[src/inc/pgc_pkg.sv]
// Purpose: shared constants, state types and pattern functions for the traffic generator/checker
// Assumes: four-segment packet bus, 128-bit segments, one clock for all logic
// Notes: generator and checker derive the same pattern from packet and beat numbers
package pgc_pkg;

  localparam int SEGS = 4;
  localparam int SEG_W = 128;
  localparam int CH_W = 11;
  localparam int MTY_W = 4;
  localparam int PIPE_STAGES = 3;

  // lock-setup values, also used as reset values; TX_ENABLE_ON is driven in the enable state
  localparam logic TX_ENABLE_OFF = 1'h0;
  localparam logic TX_ENABLE_ON = 1'h1;
  localparam logic [7:0] MUBITS_LOCK = 8'h00;
  localparam logic [11:0] LANESTAT_LOCK = 12'hfff;
  localparam logic INTFSTAT_LOCK = 1'h1;

  typedef enum logic [9:0] {
    st_idle       = 10'h001,
    st_lock_setup = 10'h002,
    st_wait_align = 10'h004,
    st_enable_send = 10'h008,
    st_tx_init    = 10'h010,
    st_send_first = 10'h020,
    st_send_rest  = 10'h040,
    st_hold       = 10'h080,
    st_done       = 10'h100,
    st_restart    = 10'h200
  } gen_state_t;

  typedef enum logic [8:0] {
    ck_idle          = 9'h001,
    ck_lock          = 9'h002,
    ck_wait_align    = 9'h004,
    st_enable_check  = 9'h008,
    ck_rx_init       = 9'h010,
    ck_receive       = 9'h020,
    ck_done          = 9'h040,
    st_report_result = 9'h080,
    ck_restart       = 9'h100
  } chk_state_t;

  function automatic logic [SEG_W-1:0] exp_data(input logic [7:0] pkt, input logic [7:0] beat,
                                                 input logic [1:0] seg);
    logic [7:0] b;
    b = pkt + {beat[5:0], seg};
    return {(SEG_W/8){b}};
  endfunction

  function automatic logic [CH_W-1:0] exp_chan(input logic [7:0] pkt);
    return {3'h0, pkt};
  endfunction

endpackage

[src/inc/chk_if.sv]
// Purpose: carries the receive bus and checker status between the top and the checker
// Assumes: all signals on the bus clock
// Notes: top drives the receive side and the synced run request
`timescale 1ns/1ps
`default_nettype none
interface chk_if;
  logic [pgc_pkg::SEGS-1:0] rx_ena;
  logic [pgc_pkg::SEGS-1:0] rx_sop;
  logic [pgc_pkg::SEGS-1:0] rx_eop;
  logic [pgc_pkg::SEGS-1:0][pgc_pkg::MTY_W-1:0] rx_mty;
  logic [pgc_pkg::SEGS-1:0][pgc_pkg::SEG_W-1:0] rx_data;
  logic [pgc_pkg::SEGS-1:0][pgc_pkg::CH_W-1:0] rx_chan;
  logic rx_aligned;
  logic reset_done;
  logic rerun_request_synced;
  logic checker_lock_seen;
  logic busy;
  logic done_int;
  logic report_done;
  logic failed;
  logic [pgc_pkg::SEGS-1:0] err_data;
  logic [pgc_pkg::SEGS-1:0] err_chan;
  logic err_mty;

  modport top (output rx_ena, rx_sop, rx_eop, rx_mty, rx_data, rx_chan, rx_aligned, reset_done,
               rerun_request_synced,
               input checker_lock_seen, busy, done_int, report_done, failed, err_data, err_chan,
               err_mty);
  modport chk (input rx_ena, rx_sop, rx_eop, rx_mty, rx_data, rx_chan, rx_aligned, reset_done,
               rerun_request_synced,
               output checker_lock_seen, busy, done_int, report_done, failed, err_data, err_chan,
               err_mty);
endinterface
`default_nettype wire

[src/hw/pkt_checker.sv]
// Purpose: receives the test packets and compares them against the expected pattern
// Assumes: generator sends all four segments in every beat, eop in segment 3
// Notes: error flag stays set until reset; report outputs hold until the next run
`timescale 1ns/1ps
`default_nettype none
module pkt_checker #(
  parameter int NUM_PKTS = 32,
  parameter int PKT_BEATS = 4
) (
  input wire logic clk,
  input wire logic rst_n,
  chk_if.chk bus
);

  localparam logic [7:0] NUM_PKTS_C = 8'(NUM_PKTS);

  pgc_pkg::chk_state_t state, next_state;
  logic [7:0] pkt_cnt;
  logic [7:0] beat_cnt;
  logic enable;
  logic error_int;
  logic lock_seen;
  logic busy;
  logic done_int;
  logic report_done;
  logic failed;
  logic [pgc_pkg::SEGS-1:0] err_data;
  logic [pgc_pkg::SEGS-1:0] err_chan;
  logic err_mty;
  logic [pgc_pkg::SEGS-1:0] data_bad;
  logic [pgc_pkg::SEGS-1:0] chan_bad;
  logic [pgc_pkg::SEGS-1:0] mty_bad;

  // ----------------------------------------------------------------
  // per-segment compare
  // ----------------------------------------------------------------
  wire beat_seen = enable && (state == pgc_pkg::ck_receive) && (|bus.rx_ena);
  wire pkt_end = |(bus.rx_ena & bus.rx_eop);
  wire all_rcvd = (pkt_cnt == NUM_PKTS_C);

  genvar s;
  generate
    for (s = 0; s < pgc_pkg::SEGS; s++) begin : g_seg
      assign data_bad[s] = bus.rx_ena[s] &&
        (bus.rx_data[s] != pgc_pkg::exp_data(pkt_cnt, beat_cnt, 2'(s)));
      assign chan_bad[s] = bus.rx_ena[s] &&
        (bus.rx_chan[s] != pgc_pkg::exp_chan(pkt_cnt));
      // every beat is full, so any eop segment must report no empty bytes
      assign mty_bad[s] = bus.rx_ena[s] && bus.rx_eop[s] && (bus.rx_mty[s] != 4'h0);
    end
  endgenerate

  // ----------------------------------------------------------------
  // state machine
  // ----------------------------------------------------------------
  always_comb begin
    next_state = state;
    unique case (state)
      pgc_pkg::ck_idle: if (bus.reset_done) next_state = pgc_pkg::ck_lock;
      pgc_pkg::ck_lock: next_state = pgc_pkg::ck_wait_align;
      pgc_pkg::ck_wait_align: if (bus.rx_aligned) next_state = pgc_pkg::st_enable_check;
      pgc_pkg::st_enable_check: next_state = pgc_pkg::ck_rx_init;
      pgc_pkg::ck_rx_init: next_state = pgc_pkg::ck_receive;
      pgc_pkg::ck_receive: if (all_rcvd) next_state = pgc_pkg::ck_done;
      pgc_pkg::ck_done: next_state = pgc_pkg::st_report_result;
      pgc_pkg::st_report_result: next_state = pgc_pkg::ck_restart;
      pgc_pkg::ck_restart: if (bus.rerun_request_synced) next_state = pgc_pkg::ck_idle;
    endcase
  end

  always_ff @(posedge clk or negedge rst_n) begin
    if (!rst_n) begin
      state <= pgc_pkg::ck_idle;
    end else begin
      state <= next_state;
    end
  end

  always_ff @(posedge clk or negedge rst_n) begin
    if (!rst_n) begin
      pkt_cnt <= 8'h00;
      beat_cnt <= 8'h00;
      enable <= 1'h0;
      lock_seen <= 1'h0;
      busy <= 1'h0;
      done_int <= 1'h0;
      report_done <= 1'h0;
      failed <= 1'h0;
    end else begin
      unique case (state)
        pgc_pkg::ck_lock: begin
          lock_seen <= 1'h1;
          busy <= 1'h1;
          report_done <= 1'h0;
          failed <= 1'h0;
        end
        pgc_pkg::st_enable_check: enable <= 1'h1;
        pgc_pkg::ck_rx_init: begin
          pkt_cnt <= 8'h00;
          beat_cnt <= 8'h00;
          done_int <= 1'h0;
        end
        pgc_pkg::ck_receive: begin
          if (beat_seen && !all_rcvd) begin
            pkt_cnt <= pkt_end ? pkt_cnt + 8'h01 : pkt_cnt;
            beat_cnt <= pkt_end ? 8'h00 : beat_cnt + 8'h01;
          end
        end
        pgc_pkg::ck_done: done_int <= 1'h1;
        pgc_pkg::st_report_result: begin
          report_done <= 1'h1;
          failed <= error_int;
        end
        pgc_pkg::ck_restart: begin
          enable <= 1'h0;
          busy <= 1'h0;
          pkt_cnt <= 8'h00;
          beat_cnt <= 8'h00;
        end
        default: begin
        end
      endcase
    end
  end

  // ----------------------------------------------------------------
  // error pulses and sticky flag
  // ----------------------------------------------------------------
  always_ff @(posedge clk or negedge rst_n) begin
    if (!rst_n) begin
      err_data <= 4'h0;
      err_chan <= 4'h0;
      err_mty <= 1'h0;
      error_int <= 1'h0;
    end else begin
      err_data <= beat_seen ? data_bad : 4'h0;
      err_chan <= beat_seen ? chan_bad : 4'h0;
      err_mty <= beat_seen && (|mty_bad);
      if (beat_seen && (|{data_bad, chan_bad, mty_bad})) error_int <= 1'h1;
    end
  end

  assign bus.checker_lock_seen = lock_seen;
  assign bus.busy = busy;
  assign bus.done_int = done_int;
  assign bus.report_done = report_done;
  assign bus.failed = failed;
  assign bus.err_data = err_data;
  assign bus.err_chan = err_chan;
  assign bus.err_mty = err_mty;

endmodule
`default_nettype wire

[src/hw/pkt_gen_check.sv]
// Purpose: self-test traffic generator with attached checker for a segmented packet bus
// Assumes: controller status and bus signals share clk; user pins are asynchronous
// Notes: a beat is taken by the controller in any cycle with tx_ena set and tx_rdy high
//
// Functional notes
// - generator idles after reset, starts lock setup once reset-complete is high
// - lock setup drives enable 0, mubits 0, lanestat all ones, intfstat 1
// - wait for receive alignment, or remote-aligned input in simplex transmit
// - enable state drives transmit enable 1, then goes to transmit init
// - transmit init clears counters, proceeds when init-complete and ready are high
// - first transmit state starts fixed-size packets, goes to done when all sent
// - second transmit state sends remaining beats, returns to first at packet end
// - ready low in a transmit state enters hold; resumes the left state
// - done state sets the transmit-done flag, then goes to restart
// - restart state clears busy and returns to idle
// - checker idles after reset, moves to lock when reset-complete is high
// - checker lock state sets lock-seen and busy, then waits for alignment
// - checker waits for alignment, sets enable, proceeds to receive init
// - receive init clears reception counters, then enters receive
// - receive compares data per segment, one data error per segment
// - one channel error per segment plus one empty-byte count error
// - any error sets a sticky flag cleared only by reset; done after all packets
// - checker done state sets receive-done flag, then reports result
// - report asserts complete and failed according to the sticky error flag
// - checker restart clears reception and busy, waits for the rerun request
// - rerun request starts a new run only while generator and checker idle
// - user inputs and status outputs pass three register stages; the rx error outputs come straight from the checker
`timescale 1ns/1ps
`default_nettype none
module pkt_gen_check #(
  parameter int NUM_PKTS = 32,
  parameter int PKT_BEATS = 4,
  parameter bit SIMPLEX_TX = 1'b0
) (
  input wire logic clk,
  input wire logic rst_n,
  input wire logic reset_done,
  input wire logic stat_rx_aligned,
  input wire logic rerun_in,
  input wire logic simplex_aligned_in,
  input wire logic tx_rdy,
  input wire logic tx_ovf,
  input wire logic tx_unf,
  output logic ctl_tx_enable,
  output logic [7:0] ctl_tx_mubits,
  output logic [11:0] ctl_tx_lanestat,
  output logic ctl_tx_intfstat,
  output logic [pgc_pkg::SEGS-1:0] tx_ena,
  output logic [pgc_pkg::SEGS-1:0] tx_sop,
  output logic [pgc_pkg::SEGS-1:0] tx_eop,
  output logic [pgc_pkg::SEGS*pgc_pkg::MTY_W-1:0] tx_mty,
  output logic [pgc_pkg::SEGS*pgc_pkg::SEG_W-1:0] tx_data,
  output logic [pgc_pkg::SEGS*pgc_pkg::CH_W-1:0] tx_chan,
  input wire logic [pgc_pkg::SEGS-1:0] rx_ena,
  input wire logic [pgc_pkg::SEGS-1:0] rx_sop,
  input wire logic [pgc_pkg::SEGS-1:0] rx_eop,
  input wire logic [pgc_pkg::SEGS*pgc_pkg::MTY_W-1:0] rx_mty,
  input wire logic [pgc_pkg::SEGS*pgc_pkg::SEG_W-1:0] rx_data,
  input wire logic [pgc_pkg::SEGS*pgc_pkg::CH_W-1:0] rx_chan,
  output logic tx_locked_out,
  output logic tx_done_out,
  output logic tx_fail_out,
  output logic tx_busy_out,
  output logic rx_locked_out,
  output logic rx_aligned_out,
  output logic rx_done_out,
  output logic rx_fail_out,
  output logic rx_busy_out,
  output logic [pgc_pkg::SEGS-1:0] rx_err_data,
  output logic [pgc_pkg::SEGS-1:0] rx_err_chan,
  output logic rx_err_mty
);

  // ----------------------------------------------------------------
  // elaboration checks
  // ----------------------------------------------------------------
  // counters are 8 bits and the pattern uses six bits of beat number
  if (NUM_PKTS < 1 || NUM_PKTS > 255) begin : g_bad_pkts
    $error("NUM_PKTS must be 1 to 255");
  end
  if (PKT_BEATS < 1 || PKT_BEATS > 63) begin : g_bad_beats
    $error("PKT_BEATS must be 1 to 63");
  end

  localparam logic [7:0] NUM_PKTS_C = 8'(NUM_PKTS);
  localparam logic [7:0] LAST_BEAT_C = 8'(PKT_BEATS - 1);
  localparam logic SINGLE_BEAT = (PKT_BEATS == 1);
  localparam int OUT_N = 9;

  // ----------------------------------------------------------------
  // user pin stages
  // ----------------------------------------------------------------
  logic [pgc_pkg::PIPE_STAGES-1:0][1:0] in_q;
  logic [pgc_pkg::PIPE_STAGES-1:0][OUT_N-1:0] out_q;
  logic [OUT_N-1:0] status_raw;

  wire rerun_request_synced = in_q[pgc_pkg::PIPE_STAGES-1][0];
  wire remote_aligned = in_q[pgc_pkg::PIPE_STAGES-1][1];

  always_ff @(posedge clk or negedge rst_n) begin
    if (!rst_n) begin
      in_q <= '0;
      out_q <= '0;
    end else begin
      // three stages also give a clean three-flop synchroniser on the pins
      in_q <= {in_q[pgc_pkg::PIPE_STAGES-2:0], {simplex_aligned_in, rerun_in}};
      out_q <= {out_q[pgc_pkg::PIPE_STAGES-2:0], status_raw};
    end
  end

  assign {tx_locked_out, tx_done_out, tx_fail_out, tx_busy_out, rx_locked_out, rx_aligned_out,
          rx_done_out, rx_fail_out, rx_busy_out} = out_q[pgc_pkg::PIPE_STAGES-1];

  // ----------------------------------------------------------------
  // checker
  // ----------------------------------------------------------------
  chk_if cbus ();

  assign cbus.rx_ena = rx_ena;
  assign cbus.rx_sop = rx_sop;
  assign cbus.rx_eop = rx_eop;
  assign cbus.rx_mty = rx_mty;
  assign cbus.rx_data = rx_data;
  assign cbus.rx_chan = rx_chan;
  assign cbus.rx_aligned = stat_rx_aligned;
  assign cbus.reset_done = reset_done;
  assign cbus.rerun_request_synced = rerun_request_synced;

  pkt_checker #(
    .NUM_PKTS(NUM_PKTS),
    .PKT_BEATS(PKT_BEATS)
  ) u_checker (
    .clk(clk),
    .rst_n(rst_n),
    .bus(cbus)
  );

  assign rx_err_data = cbus.err_data;
  assign rx_err_chan = cbus.err_chan;
  assign rx_err_mty = cbus.err_mty;

  // ----------------------------------------------------------------
  // generator state
  // ----------------------------------------------------------------
  pgc_pkg::gen_state_t state, next_state, ret_state, resume_state;
  logic [7:0] pkt_cnt;
  logic [7:0] beat_cnt;
  logic init_done;
  logic gen_busy;
  logic tx_done_int;
  logic tx_fail;
  logic gen_lock_seen;
  logic armed;

  // in hold the context is the transmit state that was left
  wire in_hold = (state == pgc_pkg::st_hold);
  wire in_send = (state == pgc_pkg::st_send_first) || (state == pgc_pkg::st_send_rest);
  wire in_first = in_hold ? (ret_state == pgc_pkg::st_send_first)
                          : (state == pgc_pkg::st_send_first);
  wire all_sent = (pkt_cnt == NUM_PKTS_C);
  wire load = tx_rdy && (in_send || in_hold);
  wire load_beat = load && !(in_first && all_sent);
  wire [7:0] beat_idx = in_first ? 8'h00 : beat_cnt;
  wire beat_last = in_first ? SINGLE_BEAT : (beat_cnt == LAST_BEAT_C);
  wire align_ok = SIMPLEX_TX ? remote_aligned : stat_rx_aligned;
  wire start_ok = reset_done && armed;
  wire both_idle = !gen_busy && !cbus.busy;

  always_comb begin
    if (in_first) begin
      if (all_sent) begin
        resume_state = pgc_pkg::st_done;
      end else begin
        resume_state = SINGLE_BEAT ? pgc_pkg::st_send_first : pgc_pkg::st_send_rest;
      end
    end else begin
      resume_state = beat_last ? pgc_pkg::st_send_first : pgc_pkg::st_send_rest;
    end
  end

  always_comb begin
    next_state = state;
    unique case (state)
      pgc_pkg::st_idle: if (start_ok) next_state = pgc_pkg::st_lock_setup;
      pgc_pkg::st_lock_setup: next_state = pgc_pkg::st_wait_align;
      pgc_pkg::st_wait_align: if (align_ok) next_state = pgc_pkg::st_enable_send;
      pgc_pkg::st_enable_send: next_state = pgc_pkg::st_tx_init;
      pgc_pkg::st_tx_init: if (init_done && tx_rdy) next_state = pgc_pkg::st_send_first;
      pgc_pkg::st_send_first,
      pgc_pkg::st_send_rest,
      pgc_pkg::st_hold: next_state = tx_rdy ? resume_state : pgc_pkg::st_hold;
      pgc_pkg::st_done: next_state = pgc_pkg::st_restart;
      pgc_pkg::st_restart: next_state = pgc_pkg::st_idle;
    endcase
  end

  always_ff @(posedge clk or negedge rst_n) begin
    if (!rst_n) begin
      state <= pgc_pkg::st_idle;
      ret_state <= pgc_pkg::st_send_first;
    end else begin
      state <= next_state;
      if (in_send && !tx_rdy) ret_state <= state;
    end
  end

  // ----------------------------------------------------------------
  // run control and status flags
  // ----------------------------------------------------------------
  always_ff @(posedge clk or negedge rst_n) begin
    if (!rst_n) begin
      armed <= 1'h1;
      gen_busy <= 1'h0;
      tx_done_int <= 1'h0;
      gen_lock_seen <= 1'h0;
      init_done <= 1'h0;
    end else begin
      // a rerun is accepted only while neither side is busy
      if (state == pgc_pkg::st_idle && start_ok) begin
        armed <= 1'h0;
      end else if (rerun_request_synced && both_idle) begin
        armed <= 1'h1;
      end
      if (state == pgc_pkg::st_idle && start_ok) begin
        gen_busy <= 1'h1;
        tx_done_int <= 1'h0;
      end
      if (state == pgc_pkg::st_lock_setup) begin
        gen_lock_seen <= 1'h1;
        init_done <= 1'h0;
      end
      if (state == pgc_pkg::st_tx_init) init_done <= 1'h1;
      if (state == pgc_pkg::st_done) tx_done_int <= 1'h1;
      if (state == pgc_pkg::st_restart) gen_busy <= 1'h0;
    end
  end

  // overflow or underflow from the controller marks the run failed; set wins over clear
  always_ff @(posedge clk or negedge rst_n) begin
    if (!rst_n) begin
      tx_fail <= 1'h0;
    end else if (tx_ovf || tx_unf) begin
      tx_fail <= 1'h1;
    end else if (state == pgc_pkg::st_idle && start_ok) begin
      tx_fail <= 1'h0;
    end
  end

  assign status_raw = {gen_lock_seen, tx_done_int, tx_fail, gen_busy, cbus.checker_lock_seen,
                       stat_rx_aligned, cbus.report_done, cbus.failed, cbus.busy};

  // ----------------------------------------------------------------
  // controller configuration outputs
  // ----------------------------------------------------------------
  always_ff @(posedge clk or negedge rst_n) begin
    if (!rst_n) begin
      ctl_tx_enable <= pgc_pkg::TX_ENABLE_OFF;
      ctl_tx_mubits <= pgc_pkg::MUBITS_LOCK;
      ctl_tx_lanestat <= pgc_pkg::LANESTAT_LOCK;
      ctl_tx_intfstat <= pgc_pkg::INTFSTAT_LOCK;
    end else if (state == pgc_pkg::st_lock_setup) begin
      ctl_tx_enable <= pgc_pkg::TX_ENABLE_OFF;
      ctl_tx_mubits <= pgc_pkg::MUBITS_LOCK;
      ctl_tx_lanestat <= pgc_pkg::LANESTAT_LOCK;
      ctl_tx_intfstat <= pgc_pkg::INTFSTAT_LOCK;
    end else if (state == pgc_pkg::st_enable_send) begin
      ctl_tx_enable <= pgc_pkg::TX_ENABLE_ON;
    end
  end

  // ----------------------------------------------------------------
  // beat counters and bus control
  // ----------------------------------------------------------------
  // outside transmit init and restart, registers change only on load, so a stalled beat stays on the bus untouched
  always_ff @(posedge clk or negedge rst_n) begin
    if (!rst_n) begin
      pkt_cnt <= 8'h00;
      beat_cnt <= 8'h00;
      tx_ena <= 4'h0;
      tx_sop <= 4'h0;
      tx_eop <= 4'h0;
    end else if (state == pgc_pkg::st_tx_init || state == pgc_pkg::st_restart) begin
      pkt_cnt <= 8'h00;
      beat_cnt <= 8'h00;
      tx_ena <= 4'h0;
      tx_sop <= 4'h0;
      tx_eop <= 4'h0;
    end else if (load_beat) begin
      pkt_cnt <= beat_last ? pkt_cnt + 8'h01 : pkt_cnt;
      beat_cnt <= beat_last ? 8'h00 : beat_idx + 8'h01;
      tx_ena <= 4'hf;
      tx_sop <= {3'h0, in_first};
      tx_eop <= {beat_last, 3'h0};
    end else if (load) begin
      tx_ena <= 4'h0;
      tx_sop <= 4'h0;
      tx_eop <= 4'h0;
    end
  end

  // ----------------------------------------------------------------
  // segment payload
  // ----------------------------------------------------------------
  genvar s;
  generate
    for (s = 0; s < pgc_pkg::SEGS; s++) begin : g_seg
      always_ff @(posedge clk or negedge rst_n) begin
        if (!rst_n) begin
          tx_data[s*pgc_pkg::SEG_W +: pgc_pkg::SEG_W] <= '0;
          tx_chan[s*pgc_pkg::CH_W +: pgc_pkg::CH_W] <= '0;
          tx_mty[s*pgc_pkg::MTY_W +: pgc_pkg::MTY_W] <= '0;
        end else if (load_beat) begin
          tx_data[s*pgc_pkg::SEG_W +: pgc_pkg::SEG_W] <=
            pgc_pkg::exp_data(pkt_cnt, beat_idx, 2'(s));
          tx_chan[s*pgc_pkg::CH_W +: pgc_pkg::CH_W] <= pgc_pkg::exp_chan(pkt_cnt);
          // all beats are full, so no empty bytes are ever reported
          tx_mty[s*pgc_pkg::MTY_W +: pgc_pkg::MTY_W] <= 4'h0;
        end
      end
    end
  endgenerate

endmodule
`default_nettype wire

[config.mk]
export PLATFORM = sky130hd
export DESIGN_NAME = pkt_gen_check
export DESIGN_NICKNAME = d
export VERILOG_FILES = /design/src/inc/pgc_pkg.sv /design/src/inc/chk_if.sv /design/src/hw/pkt_checker.sv /design/src/hw/pkt_gen_check.sv
export SDC_FILE = /design/constraint.sdc
export NUM_CORES = 1
export LEC_CHECK = 0
export BUFFER_PORTS_ARGS = -buffer_cell sky130_fd_sc_hd__buf_2
export CAP_MARGIN = 30
export CORE_AREA = 2 2 467 469
export CTS_CLUSTER_DIAMETER = 120
export DETAILED_ROUTE_END_ITERATION = 7
export DIE_AREA = 0 0 469 471
export PLACE_DENSITY = 0.3
export SETUP_SLACK_MARGIN = 0.5
export SLEW_MARGIN = 20
export SYNTH_ARGS = -nofsm -noshare
export SYNTH_HDL_FRONTEND = slang
export SYNTH_HIERARCHICAL = 1
export SYNTH_SLANG_ARGS = --single-unit
[constraint.sdc]
create_clock -name clk -period 4.4 [get_ports clk]
set_input_delay 0.44 -clock clk [delete_from_list [all_inputs] [get_ports clk]]
set_output_delay 0.44 -clock clk [all_outputs]
set_load 0.1 [all_outputs]
; ---- Word level (Yosys, flattened, before mapping)
; Cells that the tools add are included.
[op_classes]
add_sub_neg = 12
n_mul = 0
div_mod_pow = 0
order_cmp = 0
eq_ne = 40
shift = 0
mux = 52
bitwise_logic = 1
reduce_logical = 67
[ops]
columns = op, count
row1 = $ne 128x128->1, 4
row2 = $mux 8, 11
row3 = $pmux 9 s9, 1
row4 = $pmux 10 s8, 1
row5 = $add 8x8->8, 8
row6 = $mux 9, 6
row7 = $ne 11x8->1, 4
row8 = $mux 10, 4
row9 = $mux 4, 9
row10 = $add 8x1->8 const B, 4
row11 = $pmux 8 s2, 2
row12 = $logic_and 1x1->1, 30
row13 = $reduce_bool 2->1, 12
row14 = $eq 10x6->1 const B, 2
row15 = $eq 8x6->1 const B, 2
row16 = $reduce_bool 4->1, 4
row17 = $ne 2x2->1 const B, 7
row18 = $mux 1, 13
row19 = $reduce_or 12->1, 1
row20 = $reduce_or 4->1, 3
row21 = $eq 10x1->1 const B, 1
row22 = $eq 10x10->1 const B, 1
row23 = $eq 10x2->1 const B, 1
row24 = $eq 10x3->1 const B, 1
row25 = 27 further kinds, 40
[word_totals]
register_bits = 645
latchBits = 0
mem_bits_rw = 0
mem_bits_ro = 0
out_inout_bits = 624
elab_cells = 209
n_memories = 0

; ---- Longest topological paths before layout
[depth]
ltp_word = 7
depth_mapped = 14
depth_no_buf = 11

; ---- Cells and area by module
; Netlist, hierarchy kept.
[by_module_without_submodules]
columns = mod, instances, cells_per_inst, area_each_um2
row1 = pkt_gen_check, 1, 1068, 9349.0
row2 = pkt_checker, 1, 789, 5611.6

; ---- Worst setup path before layout
; OpenSTA, ideal clock, no wires.
[synth_timing]
path_kind = register to register
startpoint = register, netlist name state[3]
endpoint = register tx_data[119] in the netlist's numbering
setup_time_ns = 0.071
t_arrival_ns = 3.217
t_required_ns = 4.329
path_slack_ns = 1.112
path_stages_with_launch = 14
n_path_buf = 4
path_cell_list = dfrtp_1 -> buf_6 -> or4_4 -> buf_6 -> nor2_8 -> o21ai_2 -> buf_2 -> and2_1 -> ha_1 -> clkbuf_1 -> inv_1 -> or4_1 -> a211o_1 -> nand3_1
[synth_rtl]
columns = element, line_no
row1 = end signal: indexed assignment, pkt_gen_check.sv:313  ; tx_data[s*pgc_pkg::SEG_W +: pgc_pkg::SEG_W] <=
row2 = end: declaration, pkt_gen_check.sv:52  ; output logic [pgc_pkg::SEGS*pgc_pkg::SEG_W-1:0] tx_data,

==> impl_metrics.yaml <==
sta:
  maxSlewViolCount: 0
  setup_viol: 0
  setup_slack_ps: 848.3
  period_share_pct: 80.72
  report.final.hold_viol_count: 0
  finalSetupTns_ps: 0
  rsz0062_at_grt: "no"
  tightest_slew_ps: 848.9
  max_freq_mhz: 281.6
  period_needed_ps: 3552
  slew_headroom_pct: 43.41
  fin_skew_ps: 14.99
grt:
  grt_pass1_vias: 14870
  grtUsageTotal_pct: 8.615
  grt_overflow: 0
  grt_pass1_wl_mm: 128.9
  grt_max_degree: 78
  antenna_found_initial: 101
setup_path:
  crit_chain: "or4_4, nor2_8, o21ai_2, nand2_1, xor2_1, inv_1, ha_1, a221oi_1, o21ai_0, xor2_1, o21ai_1"
  cp_slowest_cell: "or4_4"
  reg2regPathDepth: 11
  ff2ff_setup_slack_ps: 850
  cpPeakStageDelay_ps: 670
  cp_max_fo: 13
  cp-startpoint: "state[3]"
  critPathLaunchType: "register"
  r2r-end: "tx_data[509]"
  crit_required_ps: 4840
  path_common_cell: "xor2_1"
  crit_path_end: "tx_data[509]"
  crit_path_end_kind: "register"
  crit_arrival_ps: 3990
  crit_type: "reg2reg"
  reg2reg_from: "state[3]"
drt:
  firstDrtPassIters: 4
  routed_wl_mm: 99.75
  post_drt_wl_per_cell_um: 18.51
  drcViolationCount: 0
  via_count: 16090
  drtIter0Drc: 658
  ant_nets: 0
  viasPerCell: 2.985
job:
  cap_viol_max_count: 0
power_and_ir_drop:
  p_seq_share_pct: 15.2
  power_frac_clock_pct: 12.4
  switching_power_uw: 9244
  p_sw_share_pct: 72.67
  vdd_drop_max_v: 0.0007517
  intPower_uw: 3477
  comb_power_share_pct: 72.4
  p_per_area_nw_per_um2: 606.7
  leakage_uw: 0.01022
clock_tree:
  numCtsBuffers: 17
  cts.clk_slew.worst_paths_ps: 80
  htreeDepth: 4
  ctsRootBufferMaster: "clkbuf_16"
  clk_latency_ps: 500
  clockBufferDepth: 2
  cts_tree: "built"
  cts_sinks: 150
floorplanning:
  io_pins: 1217
  core_area_um2: 216100
  dieArea_um2: 220900
  die_w_um: 469
  initial_core_util_pct: 6.908
  die_y_um: 471
  floorplan.rows: 171
cells_and_area:
  drive_gt1_share_pct: 50.02
  fin_nets: 3113
  area_growth_syn_to_layout_pct: 40.47
  nFillCells: 25300
hold_path:
  hp-class: "in2reg"
place:
  gp_congestion: 0.8535
  port_buffers: 1156
  hpwl_mm: 89.47
  dp_slack_ps: 741.9
outcome:
  status: "completed"
logic_synthesis:
  yosys_warnings: 6
  syn_area_um2: 14930
  synthCells: 1855
  avgSynthCellArea_um2: 8.047
==> state kept, by name, summed over array words and instances, names as in the netlist, 2 cells and up <==
signal / count
beat_cnt: 8
in_q: 2
out_q: 18
pkt_cnt: 8
ret_state: 10
state: 10
tx_chan: 6
tx_data: 30
u_checker/beat_cnt: 6
u_checker/bus.err_chan: 4
u_checker/bus.err_data: 4
u_checker/pkt_cnt: 8
u_checker/state: 9
==> metal layers <==
metal | up-vias | global-route usage, % | wire length (um)
met3 | 226 | 3.016 | 7691
met1 | 7472 | 7.530 | 31080
met2 | 918 | 18.33 | 57760
li1 | 7412 | - | -
met4 | 62 | 1.378 | 2810
met5 | - | 0 | 405
==> timing repair <==
item	4_1_cts	5_1_grt
hold endpoints to repair	55	0
endpoints found under the setup margin	0	4
buffers inserted	0	0
hold buffers	1	0
resized for setup	0	1
==> worst max-delay path: cells and delay by family (launching register included) <==
family | cells | cell delay, ps
and+or+nand+nor | 3 | 1030
AOI/OAI and AO/OA | 4 | 1060
DFF | 1 | 500
buffers and inverters | 1 | 140
xor gates and xnor gates | 2 | 540
adders and majority gates | 1 | 200
==> power groups by stage <==
stage | Clock [uW] | Sequential (uW) | Combinational (uW)
after global placement | 0 | 2010 | 9230
after global routing | 1730 | 2000 | 9540
after CTS | 1690 | 1990 | 9250
after floorplan | 0 | 2200 | 8280
after detailed placement | 0 | 2010 | 9240
final | 1570 | 1940 | 9210
==> final cells by class <==
type                       instances  area, um^2  share of cell area [%]
multi-input combinational       1126        6833                   32.58
timing repair buffer            1190        6087                   29.03
sequential                       150        3760                   17.93
tap                             2854        3571                   17.03
clock buffer                      17       425.4                   2.029
clock inverter                    15       177.7                  0.8473
inverter                          17       63.81                  0.3043
antenna                           21       52.55                  0.2506
==> worst min-delay path by stage <==
stage / startpoint / to / cells after the start
2_1_floorplan: rst_n / beat_cnt[0] / 0
3_3_place_gp: out_q[6] / out_q[15] / 0
3_5_place_dp: out_q[6] / out_q[15] / 0
4_1_cts: rerun_in / in_q[0] / 1
5_1_grt: rerun_in / in_q[0] / 1
6_report: rerun_in / in_q[0] / 1
==> metrics by stage <==
stage	instance area [um^2]	hold slack (ps)	utilization, %	instances	total power [uW]
2_1_floorplan	15130	144.4	-	1908	10480
3_3_place_gp	20260	331.4	9.374	5333	11250
3_5_place_dp	20290	336.2	9.389	5335	11250
4_1_cts	20900	7.021	9.672	5368	12930
5_1_grt	20930	25.86	9.687	5375	13270
6_report	20970	71.16	9.704	5390	12720
==> cells in the final DEF (no fill, tap or decap), types with 4 or more instances in the layout <==
master / instances
nor4_1: 133
ha_1: 17
nor2_1: 103
xor2_1: 55
nor2b_1: 16
a21oi_1: 35
nand2b_1: 7
o41ai_1: 4
nand4_1: 128
o21ai_1: 16
inv_6: 4
or4_1: 26
dfstp_2: 4
conb_1: 55
clkbuf_16: 17
clkinv_8: 4
nor3_1: 41
a41oi_1: 6
nand2_1: 160
dfrtp_1: 145
or3_1: 6
o21ai_0: 63
buf_4: 29
a21o_1: 7
mux2i_1: 20
o31ai_1: 6
a31oi_1: 30
and4_1: 12
diode_2: 21
a211o_1: 4
buf_2: 1156
xnor2_1: 33
inv_1: 16
and2_1: 7
o211ai_1: 9
nand3_1: 32
inv_8: 4
and3_1: 14
Power figures use the tool's default switching activity.
